`config.mk`:
```
export PLATFORM = sky130hd
export DESIGN_NAME = afm_monitor
export DESIGN_NICKNAME = d
export VERILOG_FILES = /design/src/afm_pkg.sv /design/src/afm_sync.sv /design/src/afm_tick.sv /design/src/afm_monitor.sv
export SDC_FILE = /design/constraint.sdc
export NUM_CORES = 1
export LEC_CHECK = 0
export BUFFER_PORTS_ARGS = -buffer_cell sky130_fd_sc_hd__buf_4
export CORE_MARGIN = 3
export CORE_UTILIZATION = 44
export DETAILED_ROUTE_END_ITERATION = 6
export SETUP_SLACK_MARGIN = 0.15
export SLEW_MARGIN = 10
export SYNTH_ARGS = -nofsm -noshare
export SYNTH_HDL_FRONTEND = slang
export SYNTH_SLANG_ARGS = --single-unit
```
`constraint.sdc`:
```
create_clock -name REF_CLK -period 10.4 [get_ports REF_CLK]
set_clock_uncertainty 0.15 [all_clocks]
set_input_delay 2.08 -clock REF_CLK [delete_from_list [all_inputs] [get_ports REF_CLK]]
set_output_delay 2.08 -clock REF_CLK [all_outputs]
set_load 0.05 [all_outputs]
```
`src/afm_pkg.sv`:
```
// shared constants and types for the airflow and freeze monitor
package afm_pkg;
	localparam int unsigned CODE_W = 10;
	localparam int unsigned CLK_HZ = 50_000_000;
	localparam int unsigned SAMPLE_RATE_HZ = 20;
	localparam int unsigned SAMPLE_DIV_DEF = CLK_HZ / SAMPLE_RATE_HZ;
	localparam int unsigned CAL_SAMPLES = 100;
	localparam int unsigned HITS_FAULT = 5;
	localparam int unsigned FAULT_SPAN = 100;
	localparam int unsigned HIT_SPAN = FAULT_SPAN / HITS_FAULT;
	localparam int unsigned ACQ_BLOCK = 100;
	localparam logic [6:0] ACQ_HALF = 7'h32;
	localparam logic [CODE_W-1:0] DIFF_THRESH_RST = 10'h046;
	localparam logic [CODE_W-1:0] THRESH_STEP = 10'h001;
	localparam int FREEZE_DEG_C = 4;
	localparam int THAW_DEG_C = 24;
	// codes for the temperature points, higher code is colder
	localparam logic [CODE_W-1:0] FREEZE_CODE_DEF = 10'h13a;
	localparam logic [CODE_W-1:0] THAW_CODE_DEF = 10'h119;

	typedef enum logic [2:0] {
		ST_IDLE,
		ST_CAL,
		ST_POLL,
		ST_FAULT,
		ST_FREEZE
	} afm_state_e;

	// everything that enters from pins, passed through the synchroniser
	typedef struct packed {
		logic cal_btn;
		logic acq_mode;
		logic check_dis;
		logic [CODE_W-1:0] vib_a;
		logic [CODE_W-1:0] vib_b;
		logic [CODE_W-1:0] temp;
	} afm_pins_s;
endpackage : afm_pkg

```
`src/afm_sync.sv`:
```
// two-flop synchroniser for a bundle of pin inputs
`timescale 1ns/10ps
`default_nettype none
module afm_sync #(
	parameter int unsigned WIDTH = 1
) (
	input wire logic clk,
	input wire logic rst_n,
	input wire logic [WIDTH-1:0] d,
	output logic [WIDTH-1:0] q
);
	logic [WIDTH-1:0] meta_reg;

	// elaboration-time refusal of an empty bundle
	if (WIDTH < 1) begin : g_bad_width
		$error("afm_sync needs WIDTH of at least 1");
	end

	// first stage is read only by the second stage
	always_ff @(posedge clk or negedge rst_n) begin
		if (!rst_n) begin
			meta_reg <= '0;
			q <= '0;
		end else begin
			meta_reg <= d;
			q <= meta_reg;
		end
	end
endmodule : afm_sync
`default_nettype wire

```
`src/afm_tick.sv`:
```
// divider giving a one-cycle sample enable
`timescale 1ns/10ps
`default_nettype none
module afm_tick #(
	parameter int unsigned DIV = 2
) (
	input wire logic clk,
	input wire logic rst_n,
	output logic tick
);
	localparam int unsigned CW = (DIV > 1) ? $clog2(DIV) : 1;
	localparam logic [CW-1:0] LAST = CW'(DIV - 1);
	logic [CW-1:0] cnt_reg;

	// elaboration-time refusal of a divider that cannot count
	if (DIV < 1) begin : g_bad_div
		$error("afm_tick needs DIV of at least 1");
	end

	// free-running count, tick on the last value
	always_ff @(posedge clk or negedge rst_n) begin
		if (!rst_n) begin
			cnt_reg <= '0;
			tick <= 1'b0;
		end else begin
			cnt_reg <= (cnt_reg == LAST) ? '0 : cnt_reg + 1'b1;
			tick <= (cnt_reg == LAST);
		end
	end
endmodule : afm_tick
`default_nettype wire

```
`src/afm_monitor.sv`:
```
// airflow and coil-freeze monitor top
`timescale 1ns/10ps
`default_nettype none
module afm_monitor
	import afm_pkg::*;
#(
	parameter int unsigned SAMPLE_DIV = SAMPLE_DIV_DEF,
	parameter logic [CODE_W-1:0] FREEZE_CODE = FREEZE_CODE_DEF,
	parameter logic [CODE_W-1:0] THAW_CODE = THAW_CODE_DEF
) (
	input wire logic REF_CLK,
	input wire logic RESETN,
	input wire logic CAL_BTN,
	input wire logic ACQ_MODE,
	input wire logic CHECK_DISABLE,
	input wire logic [CODE_W-1:0] VIB_A_CODE,
	input wire logic [CODE_W-1:0] VIB_B_CODE,
	input wire logic [CODE_W-1:0] TEMP_CODE,
	output logic CONDENSER_CUTOFF_RELAY,
	output logic FAN_OVERRIDE_RELAY,
	output logic FILTER_DIRTY_ALERT,
	output logic CALIBRATED,
	output logic DIFF_OVER,
	output logic [CODE_W-1:0] DIFF_THRESH,
	output logic [CODE_W-1:0] AIRFLOW_AVG,
	output logic [CODE_W-1:0] AIRFLOW_REF
);
	localparam int unsigned SUM_W = CODE_W + $clog2(CAL_SAMPLES);
	localparam logic [6:0] CAL_LAST = 7'(CAL_SAMPLES - 1);
	localparam logic [4:0] SPAN_LAST = 5'(HIT_SPAN - 1);
	localparam logic [2:0] HIT_LIMIT = 3'(HITS_FAULT);
	localparam logic [6:0] ACQ_LAST = 7'(ACQ_BLOCK - 1);
	localparam logic [SUM_W-1:0] CAL_DIV = SUM_W'(CAL_SAMPLES);

	// elaboration-time refusal of settings the logic cannot serve
	if (SAMPLE_DIV < 1) begin : g_bad_div
		$error("SAMPLE_DIV must be at least 1");
	end
	if (THAW_CODE >= FREEZE_CODE) begin : g_bad_codes
		$error("thaw code must be below freeze code");
	end

	// absolute difference of two unsigned codes
	function automatic logic [CODE_W-1:0] abs_diff(
		input logic [CODE_W-1:0] a,
		input logic [CODE_W-1:0] b
	);
		abs_diff = (a >= b) ? a - b : b - a;
	endfunction : abs_diff

	afm_pins_s pins_raw;
	afm_pins_s pins;
	logic tick;
	logic btn_prev_reg;
	afm_state_e state_reg;
	afm_state_e state_next;
	afm_state_e resume_reg;
	logic [SUM_W-1:0] cal_sum_reg;
	logic [6:0] cal_cnt_reg;
	logic [CODE_W-1:0] ref_reg;
	logic [CODE_W-1:0] avg_reg;
	logic [4:0] run_reg;
	logic [2:0] hit_reg;
	logic [CODE_W-1:0] thresh_reg;
	logic [6:0] blk_cnt_reg;
	logic [6:0] over_cnt_reg;

	// pins are asynchronous to REF_CLK; codes settle slowly between ticks
	assign pins_raw = '{
		cal_btn: CAL_BTN,
		acq_mode: ACQ_MODE,
		check_dis: CHECK_DISABLE,
		vib_a: VIB_A_CODE,
		vib_b: VIB_B_CODE,
		temp: TEMP_CODE
	};

	afm_sync #(
		.WIDTH($bits(afm_pins_s))
	) u_sync (
		.clk(REF_CLK),
		.rst_n(RESETN),
		.d(pins_raw),
		.q(pins)
	);

	afm_tick #(
		.DIV(SAMPLE_DIV)
	) u_tick (
		.clk(REF_CLK),
		.rst_n(RESETN),
		.tick(tick)
	);

	// sample decode
	wire cal_press = pins.cal_btn & ~btn_prev_reg;
	// only a press the state machine accepts clears flags; freeze ignores it
	wire cal_start = (state_next == ST_CAL) & (state_reg != ST_CAL);
	wire [CODE_W-1:0] diff = abs_diff(pins.vib_a, pins.vib_b);
	wire diff_over = diff > thresh_reg;
	wire [CODE_W:0] avg_pair = {1'b0, avg_reg} + {1'b0, diff};
	wire [CODE_W-1:0] avg_next = avg_pair[CODE_W:1];
	wire below_half = avg_next < {1'b0, ref_reg[CODE_W-1:1]};
	wire checks_on = ~pins.check_dis;
	wire too_cold = checks_on & (pins.temp > FREEZE_CODE);
	wire thawed = pins.temp <= THAW_CODE;
	wire polling = (state_reg == ST_POLL) & tick;
	wire span_done = below_half & (run_reg == SPAN_LAST);
	wire [2:0] hit_next = hit_reg + 3'h1;
	wire hit_fault = checks_on & span_done & (hit_next == HIT_LIMIT);
	wire cal_done = (state_reg == ST_CAL) & tick & (cal_cnt_reg == CAL_LAST);
	wire [SUM_W-1:0] cal_total = cal_sum_reg + SUM_W'(diff);
	wire [SUM_W-1:0] cal_mean = cal_total / CAL_DIV;
	wire acq_step = polling & pins.acq_mode;
	wire [6:0] over_total = over_cnt_reg + {6'h00, diff_over};
	wire acq_lower = (over_total < ACQ_HALF) & (thresh_reg != '0);

	// state sequencing; freeze checks happen only on sample ticks
	always_comb begin
		state_next = state_reg;
		unique case (state_reg)
			ST_IDLE: begin
				if (cal_press) begin
					state_next = ST_CAL;
				end
			end
			ST_CAL: begin
				if (cal_done) begin
					state_next = ST_POLL;
				end
			end
			ST_POLL: begin
				if (cal_press) begin
					state_next = ST_CAL;
				end else if (tick & too_cold) begin
					state_next = ST_FREEZE;
				end else if (polling & hit_fault) begin
					state_next = ST_FAULT;
				end
			end
			ST_FAULT: begin
				if (cal_press) begin
					state_next = ST_CAL;
				end else if (tick & too_cold) begin
					state_next = ST_FREEZE;
				end
			end
			ST_FREEZE: begin
				if (tick & thawed) begin
					state_next = resume_reg;
				end
			end
			default: begin
				state_next = ST_IDLE;
			end
		endcase
	end

	// state, resume point and button edge history
	always_ff @(posedge REF_CLK or negedge RESETN) begin
		if (!RESETN) begin
			state_reg <= ST_IDLE;
			resume_reg <= ST_POLL;
			btn_prev_reg <= 1'b0;
		end else begin
			state_reg <= state_next;
			btn_prev_reg <= pins.cal_btn;
			if (state_next == ST_FREEZE && state_reg != ST_FREEZE) begin
				resume_reg <= state_reg;
			end
		end
	end

	// calibration accumulator; restarts on every press the state machine accepts (none in calibration or freeze)
	always_ff @(posedge REF_CLK or negedge RESETN) begin
		if (!RESETN) begin
			cal_sum_reg <= '0;
			cal_cnt_reg <= '0;
			ref_reg <= '0;
		end else if (cal_start) begin
			cal_sum_reg <= '0;
			cal_cnt_reg <= '0;
		end else if (state_reg == ST_CAL && tick) begin
			cal_sum_reg <= cal_total;
			cal_cnt_reg <= cal_cnt_reg + 7'h01;
			if (cal_done) begin
				ref_reg <= cal_mean[CODE_W-1:0];
			end
		end
	end

	// running average follows the samples while polling
	always_ff @(posedge REF_CLK or negedge RESETN) begin
		if (!RESETN) begin
			avg_reg <= '0;
		end else if (cal_done) begin
			avg_reg <= cal_mean[CODE_W-1:0];
		end else if (polling) begin
			avg_reg <= avg_next;
		end
	end

	// a hit is twenty low samples in a row; any normal sample restarts
	always_ff @(posedge REF_CLK or negedge RESETN) begin
		if (!RESETN) begin
			run_reg <= '0;
			hit_reg <= '0;
		end else if (state_reg != ST_POLL) begin
			run_reg <= '0;
			hit_reg <= '0;
		end else if (polling & checks_on) begin
			if (!below_half) begin
				run_reg <= '0;
				hit_reg <= '0;
			end else if (span_done) begin
				run_reg <= '0;
				hit_reg <= hit_next;
			end else begin
				run_reg <= run_reg + 5'h01;
			end
		end
	end

	// threshold acquisition in blocks; leaving the mode restores default
	always_ff @(posedge REF_CLK or negedge RESETN) begin
		if (!RESETN) begin
			thresh_reg <= DIFF_THRESH_RST;
			blk_cnt_reg <= '0;
			over_cnt_reg <= '0;
		end else if (!pins.acq_mode) begin
			thresh_reg <= DIFF_THRESH_RST;
			blk_cnt_reg <= '0;
			over_cnt_reg <= '0;
		end else if (acq_step) begin
			if (blk_cnt_reg == ACQ_LAST) begin
				blk_cnt_reg <= '0;
				over_cnt_reg <= '0;
				if (acq_lower) begin
					thresh_reg <= thresh_reg - THRESH_STEP;
				end
			end else begin
				blk_cnt_reg <= blk_cnt_reg + 7'h01;
				over_cnt_reg <= over_total;
			end
		end
	end

	// outputs, all registered; relays follow the freeze state
	always_ff @(posedge REF_CLK or negedge RESETN) begin
		if (!RESETN) begin
			CONDENSER_CUTOFF_RELAY <= 1'b0;
			FAN_OVERRIDE_RELAY <= 1'b0;
			FILTER_DIRTY_ALERT <= 1'b0;
			CALIBRATED <= 1'b0;
			DIFF_OVER <= 1'b0;
		end else begin
			CONDENSER_CUTOFF_RELAY <= (state_next == ST_FREEZE);
			FAN_OVERRIDE_RELAY <= (state_next == ST_FREEZE);
			if (state_next == ST_FAULT && state_reg == ST_POLL) begin
				FILTER_DIRTY_ALERT <= 1'b1;
			end else if (cal_start) begin
				FILTER_DIRTY_ALERT <= 1'b0;
			end
			if (cal_done) begin
				CALIBRATED <= 1'b1;
			end else if (cal_start) begin
				CALIBRATED <= 1'b0;
			end
			if (polling) begin
				DIFF_OVER <= diff_over;
			end
		end
	end

	// mirrors of internal values; one cycle behind the source register
	always_ff @(posedge REF_CLK or negedge RESETN) begin
		if (!RESETN) begin
			DIFF_THRESH <= DIFF_THRESH_RST;
			AIRFLOW_AVG <= '0;
			AIRFLOW_REF <= '0;
		end else begin
			DIFF_THRESH <= thresh_reg;
			AIRFLOW_AVG <= avg_reg;
			AIRFLOW_REF <= ref_reg;
		end
	end
endmodule : afm_monitor
`default_nettype wire

```
==> key figures, run 1 <==
Status
  – Status: finished, violations left
  – Failing checks: negative setup slack

Timing
  – Final Max Slew Viols: 0
  – Final worst slack: -52.8 ps
  – Pin slew with the least headroom to its limit: 1090 ps
  – Final worst path period need: 10450 ps
  – RSZ-0062 raised after global routing: true
  – Peak Freq: 95.7 MHz
  – Final period utilization: 1.01
  – Final Hold Fails: 0
  – Relative slew slack: 0.271
  – Setup-failing EPs final: 1

Finish
  – Total Nets Final: 1516
  – N_diodes: 0
  – Synth-to-Final Area Change: 28.1%
  – Fraction of layout cells with a size suffix above 1: 0.276
  – Filler Cell Count: 2259
  – Post-Layout Inst Area: 15100 um^2

Route
  – DR WL/cell: 16.5 um
  – Via count: 9833
  – Routed WL: 29000 um
  – Average vias per placed instance: 5.58
  – DRT Pass-1 Iters: 5
  – DRC viols: 0
  – Initial DRC count: 583
  – Antenna viol nets, final: 0

Setup path
  – Worst EP required: 10660 ps
  – Worst path arrival time: 10710 ps
  – Critical Path End Type: flip-flop
  – Max Fanout on Critical Path: 7
  – CP Launch Type: flip-flop
  – Worst stage delay on the critical path: 560 ps
  – Critical path class: flip-flop to flip-flop
  – CP max stage cell: or4_4
  – Worst path bufs/invs: 4
  – Cell family with most CP delay: compound AO/OA/AOI/OAI gates

Die
  – Row count: 59
  – Core area: 26200 um^2
  – Chip height: 170 um
  – IO Count: 70
  – Die Wd: 170 um
  – Die Area: 28800 um^2
  – Starting Density: 0.449

Synth
  – Unique masters post-synth: 95
  – Syn Nets: 1308
  – EDFF count, synth: 0
  – Primary FF master, synth: dfrtp_1
  – Largest family of logic cells by synthesized area: compound AO/OA/AOI/OAI gates
  – Simple-gate share of the synthesized area: 0.167
  – Ys Warns: 0
  – Post-Synth XOR/XNOR Area: 0.0578
  – Mapped Cells: 1204
  – Cell Area, Synth: 11800 um^2
  – Mux contribution to synthesized area: 0.0216
  – Synth top area share: 0.423
  – Ys async rst share: 1.00
  – Post-synthesis sequential area ratio: 0.439
  – Largest cells by area after synthesis: dfrtp_1 (42%), ha_1 (6.9%), nor2_1 (3.3%)
  – Flops & latches, synth: 206
  – Largest area contributor in the netlist: dfrtp_1
  – Synth Area per Inst: 9.78 um^2
  – Post-synthesis compound-gate area fraction: 0.205
  – Synth Area in Adders: 0.0767

Clock tree
  – Root buffer selected by CTS: clkbuf_16
  – CTS tree: done
  – CTS Buffer Depth: 3
  – CTS Hold Buffers Added: 0
  – H-tree depth: 1
  – TritonCTS Buffers: 22
  – CTS sink cnt: 206
  – Clock latency on the worst-skew pair: 500 ps
  – Clock transition at path regs: 60 ps

Power and ir drop
  – P_int: 1.58 mW
  – Power Density: 148 nW/um^2
  – NetSw: 651 uW
  – Switching Fraction: 0.292
  – Flop pwr share: 0.368
  – Total power: 2.23 mW
  – Power share of the clock group: 0.358
  – LEAKAGE: 6.98 nW
  – Maximum vdd drop: 108 uV
  – Share of power burned in combinational logic: 0.274

Global route
  – First-pass GRT wire length: 47400 um
  – Initial antenna violation count: 0
  – Largest net degree at the start of global routing: 72
  – Grt ovf: 0
  – Vias in the first global route: 9538
  – Gr usage total: 0.196

Flow run
  – Max cap viols: 0

Place
  – IO buf count: 69
  – Area after DPL: 13500 um^2
  – RePlAce Congestion: 0.888
  – Post-DP HPWL: 21000 um

Hold path
  – Worst Hold Class: flip-flop to flip-flop
## what timing repair did
action / in CTS / in global routing
pin swaps: 26 / 42
hold endpoints to repair: 0 / 0
endpoints found under the setup margin: 4 / 7
cloned: 0 / 0
resized for setup: 43 / 78
buffers inserted: 7 / 14
## layout by cell type (no fill, tap or decap), types with 12 or more instances in the layout
cell type    n
nor2b_1     16
nand2b_1    15
o211ai_1    12
and3_1      17
dfrtp_1    199
nand3_1     45
nand4_1     17
a21oi_1     65
o21ai_0     59
inv_1       64
nor2_1     101
xnor2_1     38
xor2_1      27
ha_1        58
and2_1      13
a21o_1      31
nand2_1     91
nor3_1      15
a211oi_1    12
buf_4      210
clkbuf_16   23
## synthesized netlist by cell type, types with 5 or more instances
| library cell | n |
|---|---|
| nor2b_1 | 16 |
| dfrtp_1 | 199 |
| o21a_1 | 9 |
| o211ai_1 | 12 |
| inv_1 | 65 |
| mux2i_1 | 13 |
| and2_1 | 15 |
| o21ai_1 | 5 |
| ha_1 | 65 |
| xor2_1 | 30 |
| o211a_1 | 5 |
| buf_2 | 5 |
| o22ai_1 | 8 |
| o2111ai_1 | 5 |
| nor4_1 | 9 |
| a32oi_1 | 5 |
| nand4_1 | 17 |
| nor3_1 | 24 |
| a211o_1 | 9 |
| a221o_1 | 10 |
| nand2_1 | 92 |
| dfstp_2 | 7 |
| or3_1 | 8 |
| nor2_1 | 103 |
| a211oi_1 | 17 |
| nand3_1 | 47 |
| clkbuf_1 | 20 |
| nand2b_1 | 15 |
| xnor2_1 | 44 |
| a21oi_1 | 77 |
| o21bai_1 | 9 |
| a31oi_1 | 6 |
| o31ai_1 | 5 |
| and3_1 | 17 |
| mux2_2 | 9 |
| o21ai_0 | 65 |
| or2_2 | 6 |
| nor4b_1 | 8 |
| a21o_1 | 31 |
## routing by layer
| layer | track usage | part of all wire | up-vias |
|---|---|---|---|
| met5 | 0 | 0 | - |
| met4 | 0.0434 | 0.016 | 0 |
| met3 | 0.0249 | 0.038 | 43 |
| met2 | 0.325 | 0.48 | 175 |
| met1 | 0.277 | 0.47 | 4817 |
| li1 | - | - | 4798 |
## cells by family after synthesis
| kind of cell | count (synthesis) |
|---|---|
| muxes | 23 |
| AOI/OAI and AO/OA | 336 |
| adders and majority gates | 70 |
| buffers and inverters | 98 |
| xor gates and xnor gates | 76 |
| DFF | 206 |
| and+or+nand+nor | 395 |
## power groups by stage
stage	Clock (mW)	Sequential, mW	Combinational [mW]
after floorplan	0	0.834	0.324
after global placement	0	0.836	0.509
after detailed placement	0	0.836	0.513
after CTS	0.823	0.821	0.546
after global routing	0.854	0.822	0.667
final	0.799	0.821	0.611
## through the flow
stage / worst slack [ps] / cells / setup TNS (ps) / util / hold WS (ps)
final: -52.8 / 1763 / -52.8 / 0.576 / 196
after global routing: -536 / 1763 / -1470 / 0.576 / 202
after CTS: 170 / 1749 / 0 / 0.555 / 198
after detailed placement: -282 / 1702 / -638 / 0.516 / 185
after global placement: -72.0 / 1702 / -99.3 / 0.516 / 185
after floorplan: 210 / 1204 / 0 / - / 181
## worst register-to-register path, delay by kind of cell, from the launching register on
kind,cells,cell delay [ps]
flip-flops,1,370
buffers and inverters,4,420
multiplexers,1,290
adder cells (fa/ha/maj),3,920
XOR/XNOR,2,520
AND/OR/NAND/NOR,5,1410
AO/OA/AOI/OAI,28,6280
## final timing paths
| kind | startpoint | endpoint | slack (ps) | depth (start not counted) |
|---|---|---|---|---|
| min in group asynchronous | RESETN | hit_reg[0] | 1420 | 1 |
| max in group asynchronous | RESETN | u_sync.meta_reg[10] | 6630 | 3 |
| worst min-delay path | u_sync.meta_reg[3] | u_sync.q[3] | 200 | 0 |
| worst max register to register | u_sync.q[20] | avg_reg[0] | -50 | 43 |
| worst max-delay path | u_sync.q[20] | avg_reg[0] | -50 | 43 |
| worst min register to register | u_sync.meta_reg[3] | u_sync.q[3] | 200 | 0 |
## layout make-up
| cell class | count | area, um^2 | share of cell area |
|---|---|---|---|
| Clock buffer | 29 | 638 | 0.0423 |
| Clock inverter | 11 | 119 | 0.00788 |
| Inverter | 66 | 248 | 0.0164 |
| Multi-Input combinational cell | 900 | 6850 | 0.454 |
| Sequential cell | 206 | 5160 | 0.342 |
| Tap cell | 335 | 419 | 0.0278 |
| Timing Repair Buffer | 216 | 1650 | 0.109 |
Power figures use the tool's default switching activity.
==> run 2, diff against run 1 <==
--- a/config.mk
+++ b/config.mk
@@ -6,10 +6,14 @@
 export NUM_CORES = 1
 export LEC_CHECK = 0
 export BUFFER_PORTS_ARGS = -buffer_cell sky130_fd_sc_hd__buf_4
+export CELL_PAD_IN_SITES_DETAIL_PLACEMENT = 1
+export CELL_PAD_IN_SITES_GLOBAL_PLACEMENT = 1
 export CORE_MARGIN = 3
 export CORE_UTILIZATION = 44
 export DETAILED_ROUTE_END_ITERATION = 6
-export SETUP_SLACK_MARGIN = 0.15
+export HOLD_SLACK_MARGIN = 0.03
+export PLACE_DENSITY_LB_ADDON = 0.1
+export SETUP_SLACK_MARGIN = 0.3
 export SLEW_MARGIN = 10
 export SYNTH_ARGS = -nofsm -noshare
 export SYNTH_HDL_FRONTEND = slang
==> key figures, run 2 (same netlist as run 1, synthesis figures left out) <==
Power and ir drop
  – Power Density: 160 nW/um^2 (+8.1%)
  – Maximum vdd drop: 107 uV (-1.5%)
  – LEAKAGE: 7.24 nW (+3.7%)

Clock tree
  – CTS tree: done
  – CTS Buffer Depth: 3 (unchanged)
  – CTS sink cnt: 206 (unchanged)
  – Clock transition at path regs: 60 ps (about the same)
  – Clock latency on the worst-skew pair: 510 ps (about the same)
  – TritonCTS Buffers: 23 (+4.5%)
  – Root buffer selected by CTS: clkbuf_16
  – H-tree depth: 1 (unchanged)

Setup path
  – FF-to-FF Start: u_sync.q[20]
  – Worst stage delay on the critical path: 570 ps (about the same)
  – Max Fanout on Critical Path: 5 (-2)
  – R2r setup slk: -120 ps (-70 ps)
  – CP max stage cell: or4_4
  – Worst path arrival time: 10780 ps (+70 ps)
  – CP Launch Type: flip-flop
  – Launch point of the critical path: u_sync.q[20]
  – Critical path class: flip-flop to flip-flop
  – R2R cell count: 44 (+2.3%)
  – Worst EP required: 10660 ps (about the same)
  – CP endpoint: avg_reg[0]
  – Critical Path End Type: flip-flop
  – Worst R2R End: avg_reg[0]

Die
  – Core area: 26200 um^2 (unchanged)
  – Starting Density: 0.449 (unchanged)
  – Die Area: 28800 um^2 (unchanged)
  – Die Wd: 170 um (unchanged)
  – IO Count: 70 (unchanged)
  – Row count: 59 (unchanged)
  – Chip height: 170 um (unchanged)

Global route
  – Grt ovf: 0 (unchanged)
  – First-pass GRT wire length: 56300 um (+19%)
  – Largest net degree at the start of global routing: 131 (+82%)
  – Vias in the first global route: 10900 (+15%)
  – Gr usage total: 0.235 (+0.0391)
  – Initial antenna violation count: 0 (unchanged)

Timing
  – Setup_tns: -190 ps (-137 ps)
  – Final worst path period need: 10520 ps (+69.4 ps)
  – Setup-failing EPs final: 2 (+1)
  – Final period utilization: 1.01 (+0.00667)
  – Final Max Slew Viols: 0 (unchanged)
  – Final worst slack: -122 ps (-69.4 ps)
  – RSZ-0062 raised after global routing: true
  – Peak Freq: 95.0 MHz (-0.66%)
  – Pin slew with the least headroom to its limit: 1160 ps (+71.7 ps)
  – Relative slew slack: 0.223 (-0.0481)
  – Final Hold Fails: 0 (unchanged)

Route
  – Average vias per placed instance: 5.67 (+1.7%)
  – DR WL/cell: 19.9 um (+21%)
  – Antenna viol nets, final: 0 (unchanged)
  – Initial DRC count: 490 (-16%)
  – DRT Pass-1 Iters: 4 (-1)
  – Via count: 10200 (+3.9%)
  – Routed WL: 35800 um (+23%)
  – DRC viols: 0 (unchanged)

Finish
  – Most common cell after layout, fill and taps aside: buf_4
  – Synth-to-Final Area Change: 32.0%
  – Most frequent cells in the layout: buf_4 (244), dfrtp_1 (199), nor2_1 (93)
  – N_diodes: 0 (unchanged)
  – Total Nets Final: 1554 (+2.5%)
  – Final core utilization: 0.593 (+0.0175)
  – Fraction of layout cells with a size suffix above 1: 0.301 (+0.0254)

Place
  – Post-DP HPWL: 24400 um (+16%)
  – RePlAce Congestion: 0.888 (about the same)
  – IO buf count: 69 (unchanged)

Hold path
  – Worst Hold Class: flip-flop to flip-flop

Status
  – Failing checks: negative setup slack
  – Status: finished, violations left

Flow run
  – Max cap viols: 0 (unchanged)
run 2: changes by cell type in the layout (fill, tap and decap cells not counted), sizes merged:
cell	before	now
clkinvlp	1	3
inv	69	68
clkinv	5	2
buf	215	252
bufinv	2	6
run 2: how the worst min path moves through the flow:
stage / depth (start not counted) / slack (ps) / startpoint / end
final: 0 / 200 / u_sync.meta_reg[30] / u_sync.q[30]
after global placement: 0 / 180 / u_sync.meta_reg[0] / u_sync.q[0]
after floorplan: 0 / 180 / u_sync.meta_reg[0] / u_sync.q[0]
after CTS: 0 / 200 / u_sync.meta_reg[9] / u_sync.q[9]
after detailed placement: 0 / 190 / u_sync.meta_reg[30] / u_sync.q[30]
after global routing: 0 / 210 / u_sync.meta_reg[9] / u_sync.q[9]
run 2: worst max-delay path: cells and delay by family (launching register included):
kind	cells	cell delay, ps
AOI/OAI and AO/OA	25	5780
and+or+nand+nor	9	2040
adders and majority gates	3	850
muxes	2	620
buffers and inverters	4	420
DFF	1	400
xor gates and xnor gates	1	170
run 2: layout make-up:
| class | instances | area, um^2 |
|---|---|---|
| tap | 335 | 419 |
| sequential | 206 | 5160 |
| fill | 2912 | 10700 |
| multi-input combinational | 900 | 6880 |
| clock buffer | 29 | 658 |
| inverter | 66 | 248 |
| timing repair buffer | 253 | 1940 |
| clock inverter | 13 | 230 |
run 2: timing repair:
action / CTS / global route
cloned: 0 / 0
hold buffers: 0 / 0
pin swaps: 31 / 46
gates resized for setup: 51 / 87
buffers inserted: 13 / 18
setup endpoints to repair: 6 / 8
run 2: power by group:
part | internal (mW) | total [mW] | switching, mW
Combinational | 0.340 | 0.727 | 0.387
Clock | 0.598 | 0.935 | 0.337
Sequential | 0.815 | 0.822 | 0.00698
run 2: metal layers:
| layer | wire (um) | up-vias | GRT usage |
|---|---|---|---|
| met2 | 18400 | 132 | 0.418 |
| met3 | 1190 | 50 | 0.0249 |
| met5 | 0 | - | 0 |
| li1 | - | 4857 | - |
| met1 | 15600 | 5182 | 0.312 |
| met4 | 634 | 0 | 0.0487 |
run 2: per-stage QoR:
| step | power (mW) | hold WS [ps] | std cells | cell area [um^2] | worst slack, ps |
|---|---|---|---|---|---|
| after floorplan | 1.16 | 181 | 1204 | 11800 | 331 |
| after global placement | 1.37 | 181 | 1729 | 13700 | -154 |
| after detailed placement | 1.38 | 186 | 1729 | 13700 | -428 |
| after CTS | 2.39 | 200 | 1784 | 14900 | 13.9 |
| after global routing | 2.61 | 212 | 1802 | 15500 | -625 |
| final | 2.48 | 197 | 1802 | 15500 | -122 |
==> run 3, diff against run 2 <==
==> constraint.sdc (replaced) <==
create_clock -name REF_CLK -period 10.4 [get_ports REF_CLK]
set_clock_uncertainty 0.15 [all_clocks]
set_input_delay 0.52 -clock REF_CLK [delete_from_list [all_inputs] [get_ports REF_CLK]]
set_output_delay 0.52 -clock REF_CLK [all_outputs]
set_load 0.05 [all_outputs]
==> key figures, run 3 (same netlist as run 1, synthesis figures left out) <==
Setup path
  – Max Fanout on Critical Path: 9 (+4)
  – Critical path class: flip-flop to flip-flop
  – Critical Path End Type: flip-flop
  – CP Launch Type: flip-flop
  – Worst path arrival time: 11000 ps (+220 ps)
  – Worst stage delay on the critical path: 490 ps (-80 ps)
  – CP max stage cell: a2111oi_4
  – Worst EP required: 10650 ps (about the same)

Status
  – Status: finished, violations left
  – Failing checks: negative setup slack

Route
  – DRT Pass-1 Iters: 5 (+1)
  – Antenna viol nets, final: 0 (unchanged)
  – Via count: 10500 (+2.7%)
  – Routed WL: 38200 um (+6.7%)
  – DRC viols: 0 (unchanged)
  – DR WL/cell: 20.8 um (+4.7%)
  – Average vias per placed instance: 5.72 (+0.79%)
  – Initial DRC count: 546 (+11%)

Timing
  – RSZ-0062 raised after global routing: true
  – Pin slew with the least headroom to its limit: 1160 ps (+6.37 ps)
  – Final worst path period need: 10750 ps (+225 ps)
  – Final period utilization: 1.03 (+0.0217)
  – Setup_tns: -896 ps (-706 ps)
  – Final Hold Fails: 0 (unchanged)
  – Final worst slack: -347 ps (-225 ps)
  – Relative slew slack: 0.219 (-0.00428)
  – Peak Freq: 93.0 MHz (-2.1%)
  – Setup-failing EPs final: 4 (+2)
  – Final Max Slew Viols: 0 (unchanged)

Finish
  – Total Nets Final: 1588 (+2.2%)
  – Most common cell after layout, fill and taps aside: buf_4
  – Final core utilization: 0.606 (+0.0131)
  – Fraction of layout cells with a size suffix above 1: 0.297 (-0.00416)
  – Filler Cell Count: 2869 (-1.5%)
  – Synth-to-Final Area Change: 34.9%
  – Multi-input logic area: 6890 um^2 (about the same)
  – Most frequent cells in the layout: buf_4 (245), dfrtp_1 (199), nor2_1 (94)
  – N_diodes: 0 (unchanged)
  – Register area: 5160 um^2 (unchanged)

Clock tree
  – Root buffer selected by CTS: clkbuf_16
  – Clock transition at path regs: 60 ps (about the same)
  – CTS tree: done
  – CTS Buffer Depth: 3 (unchanged)
  – Clock latency on the worst-skew pair: 510 ps (about the same)
  – H-tree depth: 1 (unchanged)
  – TritonCTS Buffers: 23 (unchanged)
  – CTS sink cnt: 206 (unchanged)

Power and ir drop
  – Total power: 2.51 mW (+0.98%)
  – Maximum vdd drop: 111 uV (+3.8%)
  – LEAKAGE: 7.36 nW (+1.7%)
  – Power Density: 158 nW/um^2 (-1.2%)

Hold path
  – Worst Hold Class: input port to async pin

Die
  – Die Area: 28800 um^2 (unchanged)
  – Starting Density: 0.449 (unchanged)
  – IO Count: 70 (unchanged)
  – Die Wd: 170 um (unchanged)
  – Row count: 59 (unchanged)
  – Core area: 26200 um^2 (unchanged)
  – Chip height: 170 um (unchanged)

Global route
  – GRT Max-Usage Layer: met2
  – Largest net degree at the start of global routing: 131 (unchanged)
  – Initial antenna violation count: 0 (unchanged)
  – Grt ovf: 0 (unchanged)
  – Gr usage total: 0.246 (+0.0110)
  – Vias in the first global route: 11200 (+2.1%)
  – First-pass GRT wire length: 58500 um (+3.9%)
  – M2 GR Usage: 0.440 (+0.0219)
  – Met1 GRT Util: 0.319 (+0.00706)
  – Met3 Resource Use GR: 0.0277 (+0.00280)

Flow run
  – Max cap viols: 0 (unchanged)

Place
  – IO buf count: 69 (unchanged)
  – Post-DP HPWL: 24400 um (unchanged)
  – RePlAce Congestion: 0.888 (unchanged)
-- run 3: power by group --
group	total (mW)	switching [mW]	internal, mW
clock	0.943	0.344	0.598
sequential	0.823	0.00780	0.815
combinational	0.742	0.398	0.345
total	2.51	0.750	1.76
-- run 3: timing repair --
action / 4_1_cts / 5_1_grt
endpoints found under the setup margin: 6 / 8
endpoints found under the hold margin: 33 / 0
hold buffers: 33 / 0
pin swaps: 31 / 45
setup buffers: 13 / 19
gates resized for setup: 51 / 87
-- run 3: critical path: cells and delay by family (launching register included) --
kind	cells	cell delay, ps
flops	1	410
compound gates	23	5440
mux	2	580
xor+xnor	1	170
buf+inv	7	970
simple gates	10	2210
fa+ha+maj	3	730
-- run 3: area by class of cell --
type / count / area share
clock buffers: 29 / 0.0414
well taps: 335 / 0.0264
flip-flops and latches: 206 / 0.325
repair buffers: 287 / 0.144
inverters: 66 / 0.0156
multi-input cells: 900 / 0.433
clock inverters: 13 / 0.0145
-- run 3: path summary, 6_finish.rpt --
path	end	depth (start not counted)	slack [ps]	start
setup / recovery	avg_reg[0]	46	-350	u_sync.q[20]
hold / removal	over_cnt_reg[5]	1	20	RESETN
min in group REF_CLK	u_sync.q[0]	0	200	u_sync.meta_reg[0]
setup reg to reg	avg_reg[0]	46	-350	u_sync.q[20]
max in group asynchronous	u_sync.meta_reg[26]	2	8470	RESETN
hold reg to reg	u_sync.q[0]	0	200	u_sync.meta_reg[0]
-- run 3: through the flow --
stage | worst slack (ps) | hold slack (ps) | std cells | area [um^2]
3_5_place_dp | -428 | 186 | 1729 | 13700
3_3_place_gp | -154 | 181 | 1729 | 13700
2_1_floorplan | 331 | 74.4 | 1204 | 11800
5_1_grt | -797 | 87.8 | 1836 | 15900
6_report | -347 | 17.5 | 1836 | 15900
4_1_cts | 13.9 | 66.6 | 1817 | 15300
-- run 3: metal layers --
layer	up-vias	wire, um	part of all wire
met5	-	0	0
met4	0	948	0.025
met3	61	1020	0.027
met2	173	19700	0.52
met1	5341	16500	0.43
li1	4921	-	-
